**config.mk**
```make
export PLATFORM = sky130hd
export DESIGN_NAME = hss_top
export DESIGN_NICKNAME = d
export VERILOG_FILES = /design/src/hss_pkg.sv /design/src/hss_top.sv /design/src/hss_modulator.sv
export SDC_FILE = /design/constraint.sdc
export NUM_CORES = 1
export LEC_CHECK = 0
export BUFFER_PORTS_ARGS = -buffer_cell sky130_fd_sc_hd__buf_2
export CORE_MARGIN = 2
export CORE_UTILIZATION = 64
export CTS_BUF_LIST = sky130_fd_sc_hd__clkbuf_16
export DETAILED_ROUTE_END_ITERATION = 8
export GPL_ROUTABILITY_DRIVEN = 0
export PLACE_DENSITY = 0.9
export SYNTH_ARGS = -nofsm -noshare
export SYNTH_HDL_FRONTEND = slang
export SYNTH_SLANG_ARGS = --single-unit
```
**constraint.sdc**
```tcl
create_clock -name ref_clk -period 6.6 [get_ports ref_clk]
set_clock_uncertainty 0.05 [all_clocks]
set_input_delay 0.33 -clock ref_clk [delete_from_list [all_inputs] [get_ports ref_clk]]
set_output_delay 0.33 -clock ref_clk [all_outputs]
set_load 0.01 [all_outputs]
```
**src/hss_pkg.sv**
```systemverilog
/*
  hss_pkg: register offsets, field layouts, reset values and codes for the
  high-side switch source control block.
  Assumes a byte-wide register port with 7-bit addresses decoded by the top.
*/
//
// Behaviour
// - overvoltage shutdown-disable bit 6 clear means supply overvoltage turns all switches off.
// - undervoltage shutdown-disable bit 5 clear means supply undervoltage turns switches off.
// - recovery bit 4 set restores prior switch states after the supply fault clears.
// - reserved bits in shutdown and switch registers always read as zero.
// - source codes: 000 off, 001 on, 010 timer A, 011 timer B, 110/111 reserved.
// - code 100 follows modulator A, 101 modulator B; switches 1,3 bits 2:0, 2,4 bits 6:4.
// - overcurrent or overtemperature clears that switch field so it is off and reads off.
// - second pin codes 000-011 route third fail output at duty 20,10,5,2.5 percent; the code routes it for all four and takes the duty from config bits 7:6.
// - code 100 turns pin off, 101 wake input with 16 us filter; first pin gets fail output.
// - code 110 drives pin as low-side switch, 111 as high-side switch.
// - modulator A duty 0 is always low, all ones always high, else value/255 on-time.
// - timer on-time code 000 holds switch low, code 110 holds it high.
package hss_pkg;
  localparam logic [6:0] ADDR_SUPPLY_FAULT = 7'h10;
  localparam logic [6:0] ADDR_SOURCE_A = 7'h14;
  localparam logic [6:0] ADDR_SOURCE_B = 7'h15;
  localparam logic [6:0] ADDR_IO_CONFIG = 7'h17;
  localparam logic [6:0] ADDR_MOD_A_DUTY = 7'h18;
  localparam logic [7:0] RESET_VALUE = 8'h00;
  localparam logic [7:0] SUPPLY_FAULT_MASK = 8'h70;
  localparam logic [7:0] SOURCE_MASK = 8'h77;
  localparam int BIT_OV_DISABLE = 6;
  localparam int BIT_UV_DISABLE = 5;
  localparam int BIT_RECOVERY = 4;
  localparam int LO_FIELD = 0;
  localparam int HI_FIELD = 4;
  localparam int IO_FIRST_LSB = 0;
  localparam int IO_SECOND_LSB = 3;
  localparam int IO_DUTY_LSB = 6;
  localparam int NUM_SWITCH = 4;
  localparam logic [2:0] SRC_OFF = 3'h0;
  localparam logic [2:0] SRC_ON = 3'h1;
  localparam logic [2:0] SRC_TIMER_A = 3'h2;
  localparam logic [2:0] SRC_TIMER_B = 3'h3;
  localparam logic [2:0] SRC_MOD_A = 3'h4;
  localparam logic [2:0] SRC_MOD_B = 3'h5;
  localparam logic [2:0] TON_LOW = 3'h0;
  localparam logic [2:0] TON_HIGH = 3'h6;
  localparam logic [2:0] IO_OFF = 3'h4;
  localparam logic [2:0] IO_WAKE = 3'h5;
  localparam logic [2:0] IO_LOW_SIDE = 3'h6;
  localparam logic [2:0] IO_HIGH_SIDE = 3'h7;
  // fail output duty: on-time per 40-step window, 20/10/5/2.5 percent
  localparam logic [5:0] FAIL_WINDOW = 6'd40;
  localparam logic [5:0] FAIL_ON_20 = 6'd8;
  localparam logic [5:0] FAIL_ON_10 = 6'd4;
  localparam logic [5:0] FAIL_ON_5 = 6'd2;
  localparam logic [5:0] FAIL_ON_2P5 = 6'd1;
  localparam logic [7:0] DUTY_MAX = 8'hff;
  localparam int WAKE_FILTER_NS = 16000;
  localparam int CLK_PERIOD_NS = 100;
  localparam int WAKE_FILTER_CYC = (WAKE_FILTER_NS + CLK_PERIOD_NS - 1) / CLK_PERIOD_NS;
  typedef enum logic [1:0] {
    HSS_SUPPLY_OK = 2'b00,
    HSS_SUPPLY_SHUT = 2'b01
  } hss_supply_t;
endpackage

```
**src/hss_top.sv**
```systemverilog
/*
  hss_top: source selection for four high-side switches, supply fault
  shutdown and recovery, fault clearing, io pin functions, modulator A.
  Assumes a byte register port (addr, wdata, wr_en, rd_en) synchronous to
  ref_clk, fault and supply levels synchronous, and modulator B and timer
  signals supplied by neighbouring blocks.
*/
`timescale 1ns/1ps
`default_nettype none
module hss_top #(
  parameter int PWM_STEP_DIV = 2,
  parameter int FAIL_STEP_DIV = 2500
) (
  // clock and reset
  input wire logic ref_clk,
  input wire logic rstn,
  // register port
  input wire logic [6:0] reg_addr,
  input wire logic [7:0] reg_wdata,
  input wire logic reg_wr_en,
  input wire logic reg_rd_en,
  output logic [7:0] reg_rdata,
  output logic reg_hit,
  // supply and per-switch faults
  input wire logic switch_supply_ov,
  input wire logic switch_supply_uv,
  input wire logic [3:0] switch_overcurrent,
  input wire logic [3:0] switch_overtemp,
  // cyclic timers and second modulator
  input wire logic cyclic_timer_a,
  input wire logic cyclic_timer_b,
  input wire logic [2:0] timer_a_on_code,
  input wire logic [2:0] timer_b_on_code,
  input wire logic duty_modulator_b,
  // fail outputs and io pins
  input wire logic fail_output_second,
  input wire logic fail_output_third_req,
  input wire logic hv_io_pin_first_in,
  input wire logic hv_io_pin_second_in,
  output logic [1:0] io_fail_drive,
  output logic [1:0] io_low_side_on,
  output logic [1:0] io_high_side_on,
  output logic [1:0] io_wake,
  // switch drive
  output logic [3:0] load_switch_on,
  output logic duty_modulator_a
);
  logic rst_s1, rst_n;
  logic [7:0] supply_fault_ctrl;
  logic [2:0] src [hss_pkg::NUM_SWITCH];
  logic [2:0] saved [hss_pkg::NUM_SWITCH];
  logic [7:0] io_pin_function_config;
  logic [7:0] modulator_a_duty;
  hss_pkg::hss_supply_t supply_state;
  logic shut_req, fault_gone;
  logic [15:0] pwm_div, fail_div;
  logic pwm_step, fail_step;
  logic [5:0] fail_phase;
  logic [5:0] fail_on;
  logic fail_output_third;
  // wide enough to hold the whole static filter count
  logic [7:0] wake_cnt [2];
  logic [1:0] wake_in;

  always_ff @(posedge ref_clk or negedge rstn) begin
    if (!rstn) begin
      rst_s1 <= 1'b0;
      rst_n <= 1'b0;
    end else begin
      rst_s1 <= 1'b1;
      rst_n <= rst_s1;
    end
  end

  function automatic logic [7:0] pack_src(input logic [2:0] lo, input logic [2:0] hi);
    pack_src = {1'b0, hi, 1'b0, lo};
  endfunction

  function automatic logic timer_drive(input logic tmr, input logic [2:0] code);
    if (code == hss_pkg::TON_LOW) begin
      timer_drive = 1'b0;
    end else if (code == hss_pkg::TON_HIGH) begin
      timer_drive = 1'b1;
    end else begin
      timer_drive = tmr;
    end
  endfunction

  wire wr_fault = reg_wr_en && (reg_addr == hss_pkg::ADDR_SUPPLY_FAULT);
  wire wr_src_a = reg_wr_en && (reg_addr == hss_pkg::ADDR_SOURCE_A);
  wire wr_src_b = reg_wr_en && (reg_addr == hss_pkg::ADDR_SOURCE_B);

  always_ff @(posedge ref_clk or negedge rst_n) begin
    if (!rst_n) begin
      supply_fault_ctrl <= hss_pkg::RESET_VALUE;
    end else if (wr_fault) begin
      supply_fault_ctrl <= reg_wdata & hss_pkg::SUPPLY_FAULT_MASK;
    end
  end

  always_ff @(posedge ref_clk or negedge rst_n) begin
    if (!rst_n) begin
      io_pin_function_config <= hss_pkg::RESET_VALUE;
      modulator_a_duty <= hss_pkg::RESET_VALUE;
    end else if (reg_wr_en && reg_addr == hss_pkg::ADDR_IO_CONFIG) begin
      io_pin_function_config <= reg_wdata;
    end else if (reg_wr_en && reg_addr == hss_pkg::ADDR_MOD_A_DUTY) begin
      modulator_a_duty <= reg_wdata;
    end
  end

  assign shut_req = (switch_supply_ov && !supply_fault_ctrl[hss_pkg::BIT_OV_DISABLE])
    || (switch_supply_uv && !supply_fault_ctrl[hss_pkg::BIT_UV_DISABLE]);
  assign fault_gone = !switch_supply_ov && !switch_supply_uv;

  always_ff @(posedge ref_clk or negedge rst_n) begin
    if (!rst_n) begin
      supply_state <= hss_pkg::HSS_SUPPLY_OK;
    end else begin
      case (supply_state)
        hss_pkg::HSS_SUPPLY_OK: begin
          if (shut_req) begin
            supply_state <= hss_pkg::HSS_SUPPLY_SHUT;
          end
        end
        hss_pkg::HSS_SUPPLY_SHUT: begin
          if (fault_gone) begin
            supply_state <= hss_pkg::HSS_SUPPLY_OK;
          end
        end
        default: supply_state <= hss_pkg::HSS_SUPPLY_OK;
      endcase
    end
  end

  genvar g;
  generate
    for (g = 0; g < hss_pkg::NUM_SWITCH; g++) begin : g_sw
      localparam int LSB = (g % 2 == 0) ? hss_pkg::LO_FIELD : hss_pkg::HI_FIELD;
      wire wr_me = (g < 2) ? wr_src_a : wr_src_b;
      wire hw_clr = switch_overcurrent[g] || switch_overtemp[g];
      wire enter_shut = (supply_state == hss_pkg::HSS_SUPPLY_OK) && shut_req;
      wire leave_shut = (supply_state == hss_pkg::HSS_SUPPLY_SHUT) && fault_gone;
      always_ff @(posedge ref_clk or negedge rst_n) begin
        if (!rst_n) begin
          src[g] <= hss_pkg::SRC_OFF;
          saved[g] <= hss_pkg::SRC_OFF;
        end else if (hw_clr) begin
          src[g] <= hss_pkg::SRC_OFF;
          saved[g] <= hss_pkg::SRC_OFF;
        end else if (enter_shut) begin
          saved[g] <= src[g];
          src[g] <= hss_pkg::SRC_OFF;
        end else if (leave_shut && supply_fault_ctrl[hss_pkg::BIT_RECOVERY]) begin
          src[g] <= saved[g];
        end else if (wr_me && supply_state == hss_pkg::HSS_SUPPLY_OK) begin
          src[g] <= reg_wdata[LSB +: 3];
        end
      end
      always_ff @(posedge ref_clk or negedge rst_n) begin
        if (!rst_n) begin
          load_switch_on[g] <= 1'b0;
        end else begin
          case (src[g])
            hss_pkg::SRC_ON: load_switch_on[g] <= 1'b1;
            hss_pkg::SRC_TIMER_A: load_switch_on[g] <= timer_drive(cyclic_timer_a, timer_a_on_code);
            hss_pkg::SRC_TIMER_B: load_switch_on[g] <= timer_drive(cyclic_timer_b, timer_b_on_code);
            hss_pkg::SRC_MOD_A: load_switch_on[g] <= duty_modulator_a;
            hss_pkg::SRC_MOD_B: load_switch_on[g] <= duty_modulator_b;
            default: load_switch_on[g] <= 1'b0;
          endcase
        end
      end
    end
  endgenerate

  always_ff @(posedge ref_clk or negedge rst_n) begin
    if (!rst_n) begin
      pwm_div <= '0;
      fail_div <= '0;
    end else begin
      pwm_div <= (pwm_div == 16'(PWM_STEP_DIV - 1)) ? '0 : pwm_div + 16'h0001;
      fail_div <= (fail_div == 16'(FAIL_STEP_DIV - 1)) ? '0 : fail_div + 16'h0001;
    end
  end
  assign pwm_step = (pwm_div == 16'(PWM_STEP_DIV - 1));
  assign fail_step = (fail_div == 16'(FAIL_STEP_DIV - 1));

  hss_modulator #(.WIDTH(8)) u_mod_a (
    .clk(ref_clk),
    .rst_n(rst_n),
    .step_en(pwm_step),
    .duty(modulator_a_duty),
    .pwm(duty_modulator_a)
  );

  always_comb begin
    case (io_pin_function_config[hss_pkg::IO_DUTY_LSB +: 2])
      2'h0: fail_on = hss_pkg::FAIL_ON_20;
      2'h1: fail_on = hss_pkg::FAIL_ON_10;
      2'h2: fail_on = hss_pkg::FAIL_ON_5;
      default: fail_on = hss_pkg::FAIL_ON_2P5;
    endcase
  end

  always_ff @(posedge ref_clk or negedge rst_n) begin
    if (!rst_n) begin
      fail_phase <= '0;
    end else if (fail_step) begin
      fail_phase <= (fail_phase == hss_pkg::FAIL_WINDOW - 6'h01) ? '0 : fail_phase + 6'h01;
    end
  end
  // the third fail output blinks at the chosen duty only while requested
  assign fail_output_third = fail_output_third_req && (fail_phase < fail_on);

  assign wake_in = {hv_io_pin_second_in, hv_io_pin_first_in};

  generate
    for (g = 0; g < 2; g++) begin : g_io
      localparam int LSB = (g == 0) ? hss_pkg::IO_FIRST_LSB : hss_pkg::IO_SECOND_LSB;
      wire [2:0] code = io_pin_function_config[LSB +: 3];
      wire fail_src = (g == 0) ? fail_output_second : fail_output_third;
      always_ff @(posedge ref_clk or negedge rst_n) begin
        if (!rst_n) begin
          io_fail_drive[g] <= 1'b0;
          io_low_side_on[g] <= 1'b0;
          io_high_side_on[g] <= 1'b0;
        end else begin
          io_fail_drive[g] <= !code[2] && fail_src;
          io_low_side_on[g] <= (code == hss_pkg::IO_LOW_SIDE);
          io_high_side_on[g] <= (code == hss_pkg::IO_HIGH_SIDE);
        end
      end
      // static filter: the level must hold for the whole filter time to change
      always_ff @(posedge ref_clk or negedge rst_n) begin
        if (!rst_n) begin
          wake_cnt[g] <= '0;
          io_wake[g] <= 1'b0;
        end else if (code != hss_pkg::IO_WAKE || wake_in[g] == io_wake[g]) begin
          wake_cnt[g] <= '0;
          if (code != hss_pkg::IO_WAKE) begin
            io_wake[g] <= 1'b0;
          end
        end else if (wake_cnt[g] == 8'(hss_pkg::WAKE_FILTER_CYC - 1)) begin
          wake_cnt[g] <= '0;
          io_wake[g] <= wake_in[g];
        end else begin
          wake_cnt[g] <= wake_cnt[g] + 8'h01;
        end
      end
    end
  endgenerate

  always_ff @(posedge ref_clk or negedge rst_n) begin
    if (!rst_n) begin
      reg_rdata <= 8'h00;
      reg_hit <= 1'b0;
    end else if (reg_rd_en) begin
      reg_hit <= 1'b1;
      if (reg_addr == hss_pkg::ADDR_SUPPLY_FAULT) begin
        reg_rdata <= supply_fault_ctrl & hss_pkg::SUPPLY_FAULT_MASK;
      end else if (reg_addr == hss_pkg::ADDR_SOURCE_A) begin
        reg_rdata <= pack_src(src[0], src[1]);
      end else if (reg_addr == hss_pkg::ADDR_SOURCE_B) begin
        reg_rdata <= pack_src(src[2], src[3]);
      end else if (reg_addr == hss_pkg::ADDR_IO_CONFIG) begin
        reg_rdata <= io_pin_function_config;
      end else if (reg_addr == hss_pkg::ADDR_MOD_A_DUTY) begin
        reg_rdata <= modulator_a_duty;
      end else begin
        reg_rdata <= 8'h00;
        reg_hit <= 1'b0;
      end
    end else begin
      reg_hit <= 1'b0;
    end
  end
endmodule
`default_nettype wire

```
**src/hss_modulator.sv**
```systemverilog
/*
  hss_modulator: 8-bit duty modulator on a 255-step frame.
  Assumes step_en pulses once per duty step from a divider in the parent.
*/
`timescale 1ns/1ps
`default_nettype none
module hss_modulator #(
  parameter int WIDTH = 8
) (
  // clock and reset
  input wire logic clk,
  input wire logic rst_n,
  // control
  input wire logic step_en,
  input wire logic [WIDTH-1:0] duty,
  // output
  output logic pwm
);
  logic [WIDTH-1:0] phase;
  localparam logic [WIDTH-1:0] TOP = {WIDTH{1'b1}};

  // phase runs 0..254 so a duty of n is high for n of 255 steps
  always_ff @(posedge clk or negedge rst_n) begin
    if (!rst_n) begin
      phase <= '0;
    end else if (step_en) begin
      phase <= (phase == TOP - 1'b1) ? '0 : phase + 1'b1;
    end
  end

  always_ff @(posedge clk or negedge rst_n) begin
    if (!rst_n) begin
      pwm <= 1'b0;
    end else if (duty == TOP) begin
      pwm <= 1'b1;
    end else begin
      pwm <= (phase < duty);
    end
  end
endmodule
`default_nettype wire

```
==> out/qor.yml <==
status: "finished, final reports clean"
vias: 5088
multiInputGateArea_sq_mm: 0.00307
cp_data_arrival_time_ns: 2.40
worst_slew_pin_slew_ns: 1.01
crit_path_cell_trace: "nor4_1 > nand4_1 > or4_1 > nand3_1"
hold_violations: 0
clock_sinks: 130
syn-num-nets: 666
fin_tns_setup_ns: 0
nets: 734
critPathCaptureType: "flip-flop"
grtUsageTotal: 0.282
setup_violations: 0
synthCells: 606
grt_pass1_wl_um: 24500
switching_share: 0.229
comb_power_share: 0.052
seq_area_sq_mm: 0.00326
crit_family: "simple AND/OR/NAND/NOR gates"
start_util: 0.663
drv_slew: 0
clk_pin_slew_ns: 0.06
cts_resized: 0
power.switching_uw: 429
ant_nets: 0
chipHeight_um: 105
power_mw: 1.87
hold_path.class: "in -> reg"
required_ns: 6.90
io_buffers: 63
wl_um: 14600
pwr-share-seq: 0.448
yosys_warnings: 0
die-area_sq_mm: 0.0110
start_kind: "flip-flop"
ys_seq_elements: 130
firstDrtPassIters: 5
max-cap-violations: 0
synth_area_sq_mm: 0.00651
crit_slowest_cell: "or4_1"
min_period_ns: 2.10
seq_area_frac_synth: 0.499
area_growth_syn_to_layout_pct: 15.4
synthArstFlopShare: 1.00
diodes: 0
slew_headroom: 0.325
slowest_delay_ns: 0.63
clock_tree.buffer_depth: 2
ctsHoldBuffers: 1
crit_path_max_fanout: 11
viasPerCell: 6.20
clkPwrFrac: 0.500
p_per_area_mw_per_mm2: 249
yosysUniqueCellTypes: 66
cts-root-buf: "clkbuf_16"
hold_slack_ns: 0.0601
grt_max_degree: 81
drcViolationCount: 0
timing.final.crit_share: 0.318
avgSynthCellArea_sq_um: 10.7
detailed_place.area_sq_mm: 0.00691
rsz0062_at_grt: "false"
coreArea_sq_mm: 0.00982
peakVddDrop_v: 0.000161
fmaxAchievable_mhz: 477
synth_largest_area_cell: "dfrtp_1"
drt_iter0_drc: 417
cts_made_buffers: 17
htreeDepth: 4
rows: 36
cts_setup_buffers: 0
critical_path_class: "reg -> reg"
synth_top_area_frac: 0.499
synth_area_leaders: "dfrtp_1 50%, mux2i_1 3.5%, ha_1 3.5%, xnor2_1 3.4%, nor2_1 2.7%"
ys.flop_type: "dfrtp_1"
grt_pass1_vias: 5052
antenna_found_initial: 0
gr-total-overflow: 0
cp.buffers_inverters: 0
layout-drive-gt1-share: 0.175
dieWidth_um: 105
post_drt_wl_per_cell_um: 17.8
clock_latency_ns: 0.42
intPower_mw: 1.44
dp_hpwl_um: 10200
design_area_sq_mm: 0.00752
leakage_nw: 3.45
reg2reg_slack_ns: 4.50
synth-edff-count: 0
fillers: 647
io_pins: 64
cts_tree: "built"
area by class of cell:
class / instances / area share
Sequential cell: 130 / 0.433
Multi-Input combinational cell: 435 / 0.409
Timing Repair Buffer: 65 / 0.0443
Tap cell: 133 / 0.0221
Inverter: 25 / 0.0125
Clock buffer: 17 / 0.0566
Clock inverter: 15 / 0.0225
cells in the final DEF, fill, tap and decap left out, types with 11 or more instances in the layout:
master / instances
nand2b_1: 12
a22oi_1: 13
dfrtp_1: 129
buf_2: 63
mux2i_1: 23
o21ai_0: 20
and3_1: 15
mux2_4: 11
a211oi_1: 11
inv_1: 26
xor2_1: 18
nand3_1: 28
nor2_1: 47
nor3_1: 18
nand2_1: 37
clkbuf_16: 17
xnor2_1: 25
a21oi_1: 16
nand4_1: 15
ha_1: 18
registers in the layout, indices dropped and copies added (netlist names):
register and count:
io_fail_drive 2, load_switch_on 4, reg_rdata 8, supply_fault_ctrl 3, fail_div 16, io_pin_function_config 8, fail_phase 6, reg_hit 1
modulator_a_duty 8, pwm_div 16, u_mod_a.pwm 1, rst_n 1, u_mod_a.phase 8, wake_cnt 16, io_high_side_on 2, rst_s1 1
saved 12, io_wake 2, src 12, supply_state 1, io_low_side_on 2
worst paths after layout:
check                              endpoint                  start  cells after the start
max reg2reg                u_mod_a.phase[7]             pwm_div[8]                      4
min                                saved[7]  switch_overcurrent[1]                      2
min in group asynchronous             rst_n                   rstn                      2
max                        u_mod_a.phase[7]             pwm_div[8]                      4
min reg2reg                    reg_rdata[5]                  rst_n                      0
max in group asynchronous       pwm_div[14]                  rst_n                      1
power groups by stage:
stage | clock [mW] | combinational, mW | sequential, mW
5_1_grt | 0.984 | 0.107 | 0.840
3_5_place_dp | 0 | 0.0946 | 0.851
6_report | 0.936 | 0.0973 | 0.838
3_3_place_gp | 0 | 0.0906 | 0.850
4_1_cts | 0.942 | 0.0970 | 0.837
2_1_floorplan | 0 | 0.0505 | 0.850
worst reg2reg max path: stages (launching register included):
cell and delay (ns):
dfrtp_1 0.43, nor4_1 0.41, nand4_1 0.42, or4_1 0.63, nand3_1 0.10
cells in the mapped netlist (8+ instances only):
cell,instances
dfrtp_1,130
nand2_1,37
a21oi_1,16
ha_1,18
xnor2_1,25
xor2_1,18
nor3_1,18
a22oi_1,13
o21ai_0,20
mux2_4,11
nand3_1,28
a211oi_1,11
nand4_1,15
nor2b_1,9
mux2i_1,23
and3_1,15
inv_1,25
nand2b_1,12
mux2_1,9
and4_1,8
nor2_1,47
routing by layer:
metal	up-vias	GRT usage	share of wire
met2	202	0.445	0.48
met4	0	0.111	0.022
li1	2344	-	-
met5	-	0	0
met3	33	0.0674	0.067
met1	2509	0.377	0.43
kinds of logic (layout without fill, tap and decap cells):
logic type	after synthesis	count (layout)	share of synthesized area
compound gates	102	102	0.105
xor+xnor	43	43	0.0578
fa+ha+maj	18	18	0.0346
buf+inv	41	122	0.0288
flops	130	130	0.499
mux	45	45	0.0797
other cells	1	1	0.000576
simple gates	226	226	0.194
through the flow:
| step | worst slack (ns) | utilization | cells |
|---|---|---|---|
| after floorplan | 2.66 | - | 606 |
| after global placement | 4.61 | 0.704 | 787 |
| after detailed placement | 4.54 | 0.704 | 787 |
| after CTS | 4.53 | 0.766 | 820 |
| after global routing | 4.32 | 0.766 | 820 |
| final | 4.50 | 0.766 | 820 |
Power figures use the tool's default switching activity.
